==> config.mk <==
export PLATFORM = sky130hd
export DESIGN_NAME = crank_contact_monitor
export DESIGN_NICKNAME = d
export VERILOG_FILES = /design/src/pkg/crank_pkg.sv /design/src/logic/restart_pulse_qualifier.sv /design/src/logic/crank_contact_monitor.sv
export SDC_FILE = /design/constraint.sdc
export NUM_CORES = 1
export LEC_CHECK = 0
export BUFFER_PORTS_ARGS = -buffer_cell sky130_fd_sc_hd__buf_2
export CORE_ASPECT_RATIO = 1.2
export CORE_UTILIZATION = 40
export CTS_CLUSTER_SIZE = 28
export DETAILED_ROUTE_END_ITERATION = 8
export PLACE_DENSITY_LB_ADDON = 0.05
export REMOVE_ABC_BUFFERS = 1
export SLEW_MARGIN = 20
export SYNTH_ARGS = -nofsm -noshare
export SYNTH_HDL_FRONTEND = slang
export SYNTH_HIERARCHICAL = 1
export SYNTH_SLANG_ARGS = --single-unit
==> constraint.sdc <==
create_clock -name clk -period 4 [get_ports clk]
set_input_delay 0.4 -clock clk [delete_from_list [all_inputs] [get_ports clk]]
set_output_delay 0.4 -clock clk [all_outputs]
set_load 0.005 [all_outputs]
==> src/pkg/crank_pkg.sv <==
// Shared constants and types of the crank contact monitor
`default_nettype none
package crank_pkg;

    // ------------------------------------------------------------
    // Clock and timing
    // ------------------------------------------------------------
    localparam int CLK_HZ               = 40_000_000;
    localparam int MS_PER_S             = 1000;
    localparam int MS_TICK_CYCLES       = CLK_HZ / MS_PER_S;
    localparam int RESTART_MIN_SHORT_MS = 100;
    localparam int RESTART_MIN_LONG_MS  = 350;
    localparam int RESTART_MAX_S        = 30;
    localparam int RESTART_MAX_MS       = RESTART_MAX_S * MS_PER_S;

    // ------------------------------------------------------------
    // Register map (byte addresses)
    // ------------------------------------------------------------
    localparam int          ADDR_W        = 8;
    localparam logic [7:0]  CTRL_OFFS     = 8'h00;
    localparam logic [7:0]  STATUS_OFFS   = 8'h04;
    localparam logic [7:0]  IRQ_STAT_OFFS = 8'h08;
    localparam logic [7:0]  IRQ_MASK_OFFS = 8'h0C;
    localparam logic [3:0]  CTRL_RESET    = 4'h2;
    localparam logic [2:0]  IRQ_RESET     = 3'h0;

    // Interrupt bit positions
    localparam int IRQ_CONTACT = 0;
    localparam int IRQ_RAMP    = 1;
    localparam int IRQ_CLEARED = 2;

    // Pin positions inside the synchroniser vector
    localparam int PIN_TOP     = 0;
    localparam int PIN_UP      = 1;
    localparam int PIN_ADV     = 2;
    localparam int PIN_RESTART = 3;
    localparam int PIN_N       = 4;

    // ------------------------------------------------------------
    // Types
    // ------------------------------------------------------------
    typedef struct packed {
        logic errflag_en;
        logic min_long;
        logic restart_en;
        logic advance_en;
    } cfg_t;

    typedef struct packed {
        logic error_flag;
        logic rampdown_error;
        logic contact_error;
        logic restart_pending;
        logic startup_area;
        logic top_area;
        logic release_ok;
    } out_t;

    typedef enum logic [2:0] {
        PH_INIT,
        PH_TOP,
        PH_DOWN,
        PH_STARTUP,
        PH_ADVANCED,
        PH_TOPAREA,
        PH_HALT
    } phase_t;

endpackage
`default_nettype wire

==> src/logic/restart_pulse_qualifier.sv <==
// Qualifies the restart pulse by its high time
`timescale 1ns/1ps
`default_nettype none
module restart_pulse_qualifier
    import crank_pkg::*;
#(
    parameter int TICK_CYCLES  = MS_TICK_CYCLES,
    parameter int MIN_SHORT_MS = RESTART_MIN_SHORT_MS,
    parameter int MIN_LONG_MS  = RESTART_MIN_LONG_MS,
    parameter int MAX_MS       = RESTART_MAX_MS
)
(
    // Clock and reset
    input  wire logic clk,
    input  wire logic rst_b,
    // Pulse in
    input  wire logic min_long,
    input  wire logic level,
    input  wire logic fall,
    // Result
    output logic      valid
);

    localparam int DIV_W = $clog2(TICK_CYCLES + 1);
    localparam int MS_W  = $clog2(MAX_MS + 2);

    logic [DIV_W-1:0] div_q;
    logic [MS_W-1:0]  ms_q;
    logic             tick;
    logic [MS_W-1:0]  min_ms;
    logic             in_range;

    // ------------------------------------------------------------
    // Millisecond divider, held at zero while low so timing is exact
    // ------------------------------------------------------------
    assign tick     = level && (div_q == DIV_W'(TICK_CYCLES - 1));
    assign min_ms   = min_long ? MS_W'(MIN_LONG_MS) : MS_W'(MIN_SHORT_MS);
    assign in_range = (ms_q >= min_ms) && (ms_q <= MS_W'(MAX_MS));

    always_ff @(posedge clk)
    begin
        if (!rst_b || !level || tick)
            div_q <= '0;
        else
            div_q <= div_q + DIV_W'(1);
    end

    // Saturates one past the maximum so overlong pulses stay refused
    always_ff @(posedge clk)
    begin
        if (!rst_b || (!level && !fall))
            ms_q <= '0;
        else if (tick && ms_q <= MS_W'(MAX_MS))
            ms_q <= ms_q + MS_W'(1);
    end

    always_ff @(posedge clk)
    begin
        if (!rst_b)
            valid <= 1'b0;
        else
            valid <= fall && in_range;
    end

    property p_valid_min;
        @(posedge clk) disable iff (!rst_b)
        valid |-> $past(ms_q) >= $past(min_ms) && $past(ms_q) <= MS_W'(MAX_MS);
    endproperty
    a_valid_min: assert property (p_valid_min) else $error("restart pulse out of range");

endmodule // restart_pulse_qualifier
`default_nettype wire

==> src/logic/crank_contact_monitor.sv <==
// Crank contact monitor for a single-direction mechanical press
//
// Operation
// - Release goes high right after start-up, whatever the contact levels.
// - Start history is checked when top contact falls with upstroke contact low.
// - Restart-pending may rise without restart input; then only stop-run clears it.
// - Resting at top with top contact high holds release and top-area high.
// - Upstroke contact rising starts upstroke and raises startup-area.
// - Top contact rising again raises top-area and drops startup-area.
// - Any out-of-order contact sequence raises contact error, drops release, pends restart.
// - Enabled advance contact falling ends startup early; otherwise it is ignored.
// - With restart enabled a low-high-low pulse within limits, or a stop-run, clears errors.
// - Minimum restart high time is selectable, 100 ms or 350 ms.
// - Optional error flag is high whenever contact or ramp error is present.
// - Top contact must rise with upstroke high and fall with upstroke low.
// - Upstroke contact must rise with top low and fall with top high.
`timescale 1ns/1ps
`default_nettype none
module crank_contact_monitor
    import crank_pkg::*;
#(
    parameter int TICK_CYCLES  = MS_TICK_CYCLES,
    parameter int MIN_SHORT_MS = RESTART_MIN_SHORT_MS,
    parameter int MIN_LONG_MS  = RESTART_MIN_LONG_MS,
    parameter int MAX_MS       = RESTART_MAX_MS
)
(
    // Clock and reset
    input  wire logic              clk,
    input  wire logic              rst_b,
    // Register port
    input  wire logic [ADDR_W-1:0] reg_addr,
    input  wire logic [31:0]       reg_wdata,
    input  wire logic              reg_wr,
    input  wire logic              reg_rd,
    output logic      [31:0]       reg_rdata,
    // Press contacts, asynchronous pins
    input  wire logic              top_position_switch,
    input  wire logic              upstroke_position_switch,
    input  wire logic              advance_switch,
    input  wire logic              restart_button,
    // Drive control, same clock
    input  wire logic              drive_start,
    input  wire logic              ctrl_run,
    // Monitor outputs
    output logic                   release_ok,
    output logic                   top_area,
    output logic                   startup_area,
    output logic                   restart_pending,
    output logic                   contact_error,
    output logic                   rampdown_error,
    output logic                   error_flag,
    // Interrupt
    output logic                   irq
);

    // ------------------------------------------------------------
    // Address decode
    // ------------------------------------------------------------
    function automatic logic hit(input logic [ADDR_W-1:0] a, input logic [7:0] offs);
        hit = (a == offs);
    endfunction

    logic [PIN_N-1:0] pin_raw;
    logic [PIN_N-1:0] sync1_q;
    logic [PIN_N-1:0] sync2_q;
    logic [PIN_N-1:0] prev_q;
    logic [PIN_N-1:0] rise;
    logic [PIN_N-1:0] fall;
    logic             run_prev_q;
    logic             seen_q;
    cfg_t             cfg_q;
    logic [2:0]       irq_stat_q;
    logic [2:0]       irq_mask_q;
    phase_t           phase_q;
    phase_t           phase_d;
    phase_t           level_phase;
    out_t             status;
    logic             top;
    logic             up;
    logic             run_rise;
    logic             active;
    logic             contact_fault;
    logic             ramp_fault;
    logic             advance_end;
    logic             restart_valid;
    logic             err_clear;
    logic             contact_d;
    logic             ramp_d;
    logic             pend_d;
    logic             err_any_d;
    logic [2:0]       irq_evt;
    logic [2:0]       irq_stat_d;
    logic             wr_ctrl;
    logic             wr_stat;
    logic             wr_mask;
    logic [31:0]      rd_mux;

    // ------------------------------------------------------------
    // Pin synchronisers and edge detection
    // ------------------------------------------------------------
    assign pin_raw = {restart_button, advance_switch, upstroke_position_switch,
                      top_position_switch};

    always_ff @(posedge clk)
    begin
        if (!rst_b)
        begin
            sync1_q <= '0;
            sync2_q <= '0;
            prev_q  <= '0;
        end
        else
        begin
            sync1_q <= pin_raw;
            sync2_q <= sync1_q;
            prev_q  <= sync2_q;
        end
    end

    assign rise     = sync2_q & ~prev_q;
    assign fall     = ~sync2_q & prev_q;
    assign top      = sync2_q[PIN_TOP];
    assign up       = sync2_q[PIN_UP];
    assign run_rise = ctrl_run && !run_prev_q;

    // ------------------------------------------------------------
    // Fault detection
    // ------------------------------------------------------------
    assign active = ctrl_run && (phase_q != PH_INIT) && (phase_q != PH_HALT);

    // Edge pairs checked against the other contact's present level
    assign contact_fault = active && ((rise[PIN_TOP] && !up)
                                   || (fall[PIN_TOP] && up)
                                   || (rise[PIN_UP] && top)
                                   || (fall[PIN_UP] && !top));

    // Leaving top without a high start since the top phase began
    assign ramp_fault = active && (phase_q == PH_TOP) && fall[PIN_TOP] && !up
                        && !seen_q;

    assign advance_end = cfg_q.advance_en && fall[PIN_ADV]
                         && (phase_q == PH_STARTUP);

    // Without the restart option only a stop-run transition clears
    assign err_clear = run_rise || (cfg_q.restart_en && restart_valid);

    // Set wins over clear
    assign contact_d = contact_fault || (contact_error && !err_clear);
    assign ramp_d    = ramp_fault || (rampdown_error && !err_clear);
    assign pend_d    = contact_fault || ramp_fault
                       || (restart_pending && !err_clear);
    assign err_any_d = contact_d || ramp_d;

    restart_pulse_qualifier #(
        .TICK_CYCLES  (TICK_CYCLES),
        .MIN_SHORT_MS (MIN_SHORT_MS),
        .MIN_LONG_MS  (MIN_LONG_MS),
        .MAX_MS       (MAX_MS)
    ) u_restart (
        .clk      (clk),
        .rst_b    (rst_b),
        .min_long (cfg_q.min_long),
        .level    (sync2_q[PIN_RESTART]),
        .fall     (fall[PIN_RESTART]),
        .valid    (restart_valid)
    );

    // ------------------------------------------------------------
    // Phase tracking
    // ------------------------------------------------------------
    always_comb
    begin
        case ({top, up})
            2'b10:   level_phase = PH_TOP;
            2'b00:   level_phase = PH_DOWN;
            2'b01:   level_phase = PH_STARTUP;
            default: level_phase = PH_TOPAREA;
        endcase
    end

    always_comb
    begin
        phase_d = phase_q;
        case (phase_q)
            PH_INIT:
                phase_d = err_any_d ? PH_HALT : level_phase;
            PH_TOP:
                if (fall[PIN_TOP] && !up)
                    phase_d = PH_DOWN;
            PH_DOWN:
                if (rise[PIN_UP] && !top)
                    phase_d = PH_STARTUP;
            PH_STARTUP:
                if (rise[PIN_TOP] && up)
                    phase_d = PH_TOPAREA;
                else if (advance_end)
                    phase_d = PH_ADVANCED;
            PH_ADVANCED:
                if (rise[PIN_TOP] && up)
                    phase_d = PH_TOPAREA;
            PH_TOPAREA:
                if (fall[PIN_UP] && top)
                    phase_d = PH_TOP;
            default:
                if (!err_any_d)
                    phase_d = PH_INIT;
        endcase
        if (contact_fault || ramp_fault)
            phase_d = PH_HALT;
        if (!ctrl_run)
            phase_d = PH_INIT;
    end

    always_ff @(posedge clk)
    begin
        if (!rst_b)
        begin
            phase_q    <= PH_INIT;
            run_prev_q <= 1'b0;
            seen_q     <= 1'b0;
        end
        else
        begin
            phase_q    <= phase_d;
            run_prev_q <= ctrl_run;
            seen_q     <= (phase_q == PH_TOP) ? (seen_q || drive_start) : drive_start;
        end
    end

    // ------------------------------------------------------------
    // Output registers, one cycle behind the phase decision
    // ------------------------------------------------------------
    always_ff @(posedge clk)
    begin
        if (!rst_b)
        begin
            release_ok      <= 1'b0;
            top_area        <= 1'b0;
            startup_area    <= 1'b0;
            restart_pending <= 1'b0;
            contact_error   <= 1'b0;
            rampdown_error  <= 1'b0;
            error_flag      <= 1'b0;
        end
        else
        begin
            release_ok      <= !err_any_d && phase_d != PH_INIT && phase_d != PH_HALT;
            top_area        <= phase_d == PH_TOP || phase_d == PH_ADVANCED
                               || phase_d == PH_TOPAREA;
            startup_area    <= phase_d == PH_STARTUP;
            restart_pending <= pend_d;
            contact_error   <= contact_d;
            rampdown_error  <= ramp_d;
            error_flag      <= cfg_q.errflag_en && err_any_d;
        end
    end

    // ------------------------------------------------------------
    // Register port and interrupt
    // ------------------------------------------------------------
    assign wr_ctrl = reg_wr && hit(reg_addr, CTRL_OFFS);
    assign wr_stat = reg_wr && hit(reg_addr, IRQ_STAT_OFFS);
    assign wr_mask = reg_wr && hit(reg_addr, IRQ_MASK_OFFS);

    assign irq_evt[IRQ_CONTACT] = contact_fault;
    assign irq_evt[IRQ_RAMP]    = ramp_fault;
    assign irq_evt[IRQ_CLEARED] = err_clear && restart_pending;

    // Write one to clear; a new event in the same cycle keeps its bit
    assign irq_stat_d = (irq_stat_q & ~(wr_stat ? reg_wdata[2:0] : 3'h0)) | irq_evt;

    assign status = {error_flag, rampdown_error, contact_error, restart_pending,
                     startup_area, top_area, release_ok};

    always_comb
    begin
        if (hit(reg_addr, CTRL_OFFS))
            rd_mux = 32'(cfg_q);
        else if (hit(reg_addr, STATUS_OFFS))
            rd_mux = 32'({phase_q, 1'b0, status});
        else if (hit(reg_addr, IRQ_STAT_OFFS))
            rd_mux = 32'(irq_stat_q);
        else if (hit(reg_addr, IRQ_MASK_OFFS))
            rd_mux = 32'(irq_mask_q);
        else
            rd_mux = 32'h0000_0000;
    end

    always_ff @(posedge clk)
    begin
        if (!rst_b)
        begin
            cfg_q      <= CTRL_RESET;
            irq_stat_q <= IRQ_RESET;
            irq_mask_q <= IRQ_RESET;
            irq        <= 1'b0;
            reg_rdata  <= 32'h0000_0000;
        end
        else
        begin
            if (wr_ctrl)
                cfg_q <= reg_wdata[3:0];
            if (wr_mask)
                irq_mask_q <= reg_wdata[2:0];
            irq_stat_q <= irq_stat_d;
            irq        <= |(irq_stat_d & (wr_mask ? reg_wdata[2:0] : irq_mask_q));
            reg_rdata  <= reg_rd ? rd_mux : 32'h0000_0000;
        end
    end

    // ------------------------------------------------------------
    // Assertions
    // ------------------------------------------------------------
    property p_release_start;
        @(posedge clk) disable iff (!rst_b)
        run_rise |=> release_ok && !contact_error && !rampdown_error;
    endproperty
    a_release_start: assert property (p_release_start) else $error("release not high after start");

    property p_ramp_error;
        @(posedge clk) disable iff (!rst_b)
        ramp_fault |=> rampdown_error && !release_ok && restart_pending;
    endproperty
    a_ramp_error: assert property (p_ramp_error) else $error("ramp-down error not raised");

    property p_no_restart_input;
        @(posedge clk) disable iff (!rst_b)
        !cfg_q.restart_en && restart_pending && ctrl_run && run_prev_q |=> restart_pending;
    endproperty
    a_no_restart_input: assert property (p_no_restart_input) else $error("pending cleared wrongly");

    property p_top_rest;
        @(posedge clk) disable iff (!rst_b)
        phase_q == PH_TOP && !contact_error && !rampdown_error |-> release_ok && top_area;
    endproperty
    a_top_rest: assert property (p_top_rest) else $error("top rest outputs wrong");

    property p_top_order;
        @(posedge clk) disable iff (!rst_b)
        active && rise[PIN_TOP] && !up |=> contact_error ##1 contact_error;
    endproperty
    a_top_order: assert property (p_top_order) else $error("top contact order not flagged");

    property p_up_order;
        @(posedge clk) disable iff (!rst_b)
        active && rise[PIN_UP] && top |=> contact_error && !release_ok && restart_pending;
    endproperty
    a_up_order: assert property (p_up_order) else $error("upstroke order not flagged");

    property p_startup;
        @(posedge clk) disable iff (!rst_b)
        ctrl_run && phase_q == PH_DOWN && rise[PIN_UP] && !top && !contact_fault
        |=> startup_area && !top_area;
    endproperty
    a_startup: assert property (p_startup) else $error("startup area not raised");

    property p_top_again;
        @(posedge clk) disable iff (!rst_b)
        ctrl_run && phase_q == PH_STARTUP && rise[PIN_TOP] && up && !contact_fault
        |=> top_area && !startup_area;
    endproperty
    a_top_again: assert property (p_top_again) else $error("top area not raised");

    property p_advance;
        @(posedge clk) disable iff (!rst_b)
        ctrl_run && advance_end && !contact_fault && !rise[PIN_TOP] |=> top_area && !startup_area;
    endproperty
    a_advance: assert property (p_advance) else $error("advance did not end startup");

    property p_restart_clear;
        @(posedge clk) disable iff (!rst_b)
        cfg_q.restart_en && restart_valid && !contact_fault && !ramp_fault
        |=> !contact_error && !rampdown_error && !restart_pending && !error_flag;
    endproperty
    a_restart_clear: assert property (p_restart_clear) else $error("restart did not clear");

    property p_error_flag;
        @(posedge clk) disable iff (!rst_b)
        $stable(cfg_q) |-> error_flag == (cfg_q.errflag_en && (contact_error || rampdown_error));
    endproperty
    a_error_flag: assert property (p_error_flag) else $error("error flag mismatch");

endmodule // crank_contact_monitor
`default_nettype wire

==> flow_summary.toml <==
[worst_setup_path]
cp.required_ps = 4280
endpoint_kind = "flip-flop"
crit_arrival_ps = 2720
crit_path_start_kind = "flip-flop"
critPathMaxFanout = 22
crit_type = "flip-flop to flip-flop"

[global_routing]
overflow = 0
grt_max_degree = 25
grt_first_pass_wirelength_mm = 12.94
track_usage_pct = 16.59
grt_pass1_vias = 2769
antenna_found_initial = 0

[clock_network]
clockBufferDepth = 2
htree_levels = 3
cts_buffers = 9
cts_tree = "built"
insertion_delay_ps = 340
hold_buffers = 0
clk_pin_slew_ps = 90
cts.repair.resized = 0
cts_setup_buffers = 0
root_buffer = "clkbuf_8"
cts.sinks = 77

[power]
finalPower_mw = 1.523
power.density_mw_per_mm2 = 365.8
p_leak_nw = 1.605
peakVddDrop_mv = 0.1492

[cells_and_area]
final_common_cell = "dfxtp_1"
n_fill_cell = 941
layout_common_cells = "dfxtp_1 (77), nor2_1 (44), buf_2 (39)"
diodes = 0
final_nets = 516
area_growth_pct = 10.20
fin_area_mm2 = 0.004164
drive_gt1_share_pct = 15.52

[detailed_routing]
vias = 3025
drc = 0
via_per_inst = 5.180
routed_wl_mm = 7.748
firstDrtPassIters = 4
routedWlPerCell_um = 13.27
dr.first_iter.drc_count = 116
ant_nets = 0

[sta]
setup_viol = 0
fmax_mhz = 409.9
finalHoldViolCount = 0
fin_setup_tns_ps = 0
min_period_ps = 2440
maxSlewViolCount = 0
setup_slack_ps = 1560
finalCritPeriodShare_pct = 61.00
clock_skew_ps = 14.21
tightest_slew_ps = 869.7
rsz0062_at_grt = "no"
max-slew-margin-rel_pct = 41.85

[yosys]
synth_area_per_cell_um2 = 8.912
synth_top_area_cell = "dfxtp_1"
synthFlopType = "dfxtp_1"
synth_top_area_share_pct = 40.79
syn-instance-count = 424
ys_async_sr_fraction_pct = 0
ys_ff_latch = 77
syn_area_mm2 = 0.003779
ys_warn_count = 6
ys_top_cells_by_area = "dfxtp_1 (41%), buf_4 (4.6%), nor2_1 (4.4%)"
synth-seq-area-share_pct = 40.79
synth_edf_count = 0
synth.distinct_cells = 69

[floorplanning]
die_y_um = 108.5
dieWidth_um = 90.73
start_util_pct = 41.39
num_rows = 38
die-area_mm2 = 0.009841
core_mm2 = 0.009129
io_pins = 90

[placed_design]
place.gp.congestion = 0.8299
post_dp_cell_area_mm2 = 0.003935
pre_cts_ws_ps = 1516
dp_hpwl_mm = 5.493
port_buffers = 39

[hold_path]
holdCritPathClass = "primary input to flip-flop"

[status]
status = "finished, final reports clean"

[flow_run]
cap_violations = 0
-- flip-flops by register name, indices dropped and copies added, names as in the netlist, 3 cells and up --
register,flops
irq_stat_q,3
u_restart/ms_q,15
reg_rdata,10
sync1_q,4
irq_mask_q,3
prev_q,4
sync2_q,4
phase_q,3
u_restart/div_q,16
cfg_q,4
-- stage by stage --
stage	std cells	hold slack, ps	util (%)
2_1_floorplan	409	411.8	-
3_3_place_gp	568	413.8	43.11
3_5_place_dp	568	419.0	43.11
4_1_cts	584	234.5	45.57
5_1_grt	584	247.7	45.61
6_report	584	260.2	45.61
-- report_power, final --
| part | total, mW | internal, mW | switching [mW] |
|---|---|---|---|
| Sequential | 0.788 | 0.776 | 0.0115 |
| Combinational | 0.0797 | 0.0309 | 0.0488 |
| Clock | 0.656 | 0.370 | 0.286 |
| Total | 1.52 | 1.18 | 0.346 |
-- worst max-delay path, stage by stage, from the launching register on --
cell and delay (ps):
dfxtp_1 410, ha_1 260, nand4b_1 180, nor4_4 350, o211ai_2 440, or4_1 600
a21oi_1 140
-- Yosys cell counts, drive strengths merged (5+ instances only) --
library cell and count:
dfxtp 77, nor2 44, buf 26, nand2 26
a21oi 25, and2 21, nand3 19, o21ai 18
inv 12, clkbuf 10, mux2i 10, or3 10
xor2 9, nor3 8, nor4 8, xnor2 8
and3 7, ha 7, nand4 7, or4 6
nor2b 5
-- worst paths after layout --
kind / from / to / slack (ps) / cells past startpoint
setup / recovery: u_restart/div_q[0]$_SDFF_PP0_ / u_restart/ms_q[6]$_SDFFE_PP0P_ / 1560 / 6
hold / removal: top_position_switch / sync1_q[0]$_SDFF_PN0_ / 260 / 2
setup reg to reg: u_restart/div_q[0]$_SDFF_PP0_ / u_restart/ms_q[6]$_SDFFE_PP0P_ / 1560 / 6
hold reg to reg: sync1_q[1]$_SDFF_PN0_ / sync2_q[1]$_SDFF_PN0_ / 430 / 1
-- logic make-up after synthesis --
logic type               after synthesis  synth area share, %
AO/OA/AOI/OAI                         79                14.01
flip-flops                            77                40.79
buffers and inverters                 48                8.278
multiplexers                          10                2.649
XOR/XNOR                              17                3.941
AND/OR/NAND/NOR                      185                27.91
adder cells (fa/ha/maj)                7                2.318
other                                  1              0.09924
-- layout make-up --
type	count	area (um2)	area share, %
multi-input combinational	320	2007	48.20
timing repair buffer	39	195.2	4.687
sequential	77	1541	37.02
inverter	12	45.04	1.082
tap	120	150.1	3.606
clock buffer	11	141.4	3.395
clock inverter	5	83.83	2.013
-- layer usage --
layer  vias up  track usage, %  share of wire (%)
met3         6           3.938                3.6
met5         -               0                  0
met2        63           28.73                 48
met4         0           6.452                1.1
met1      1416           19.85                 47
li1       1540               -                  -
(Power assumes the default switching activity.)
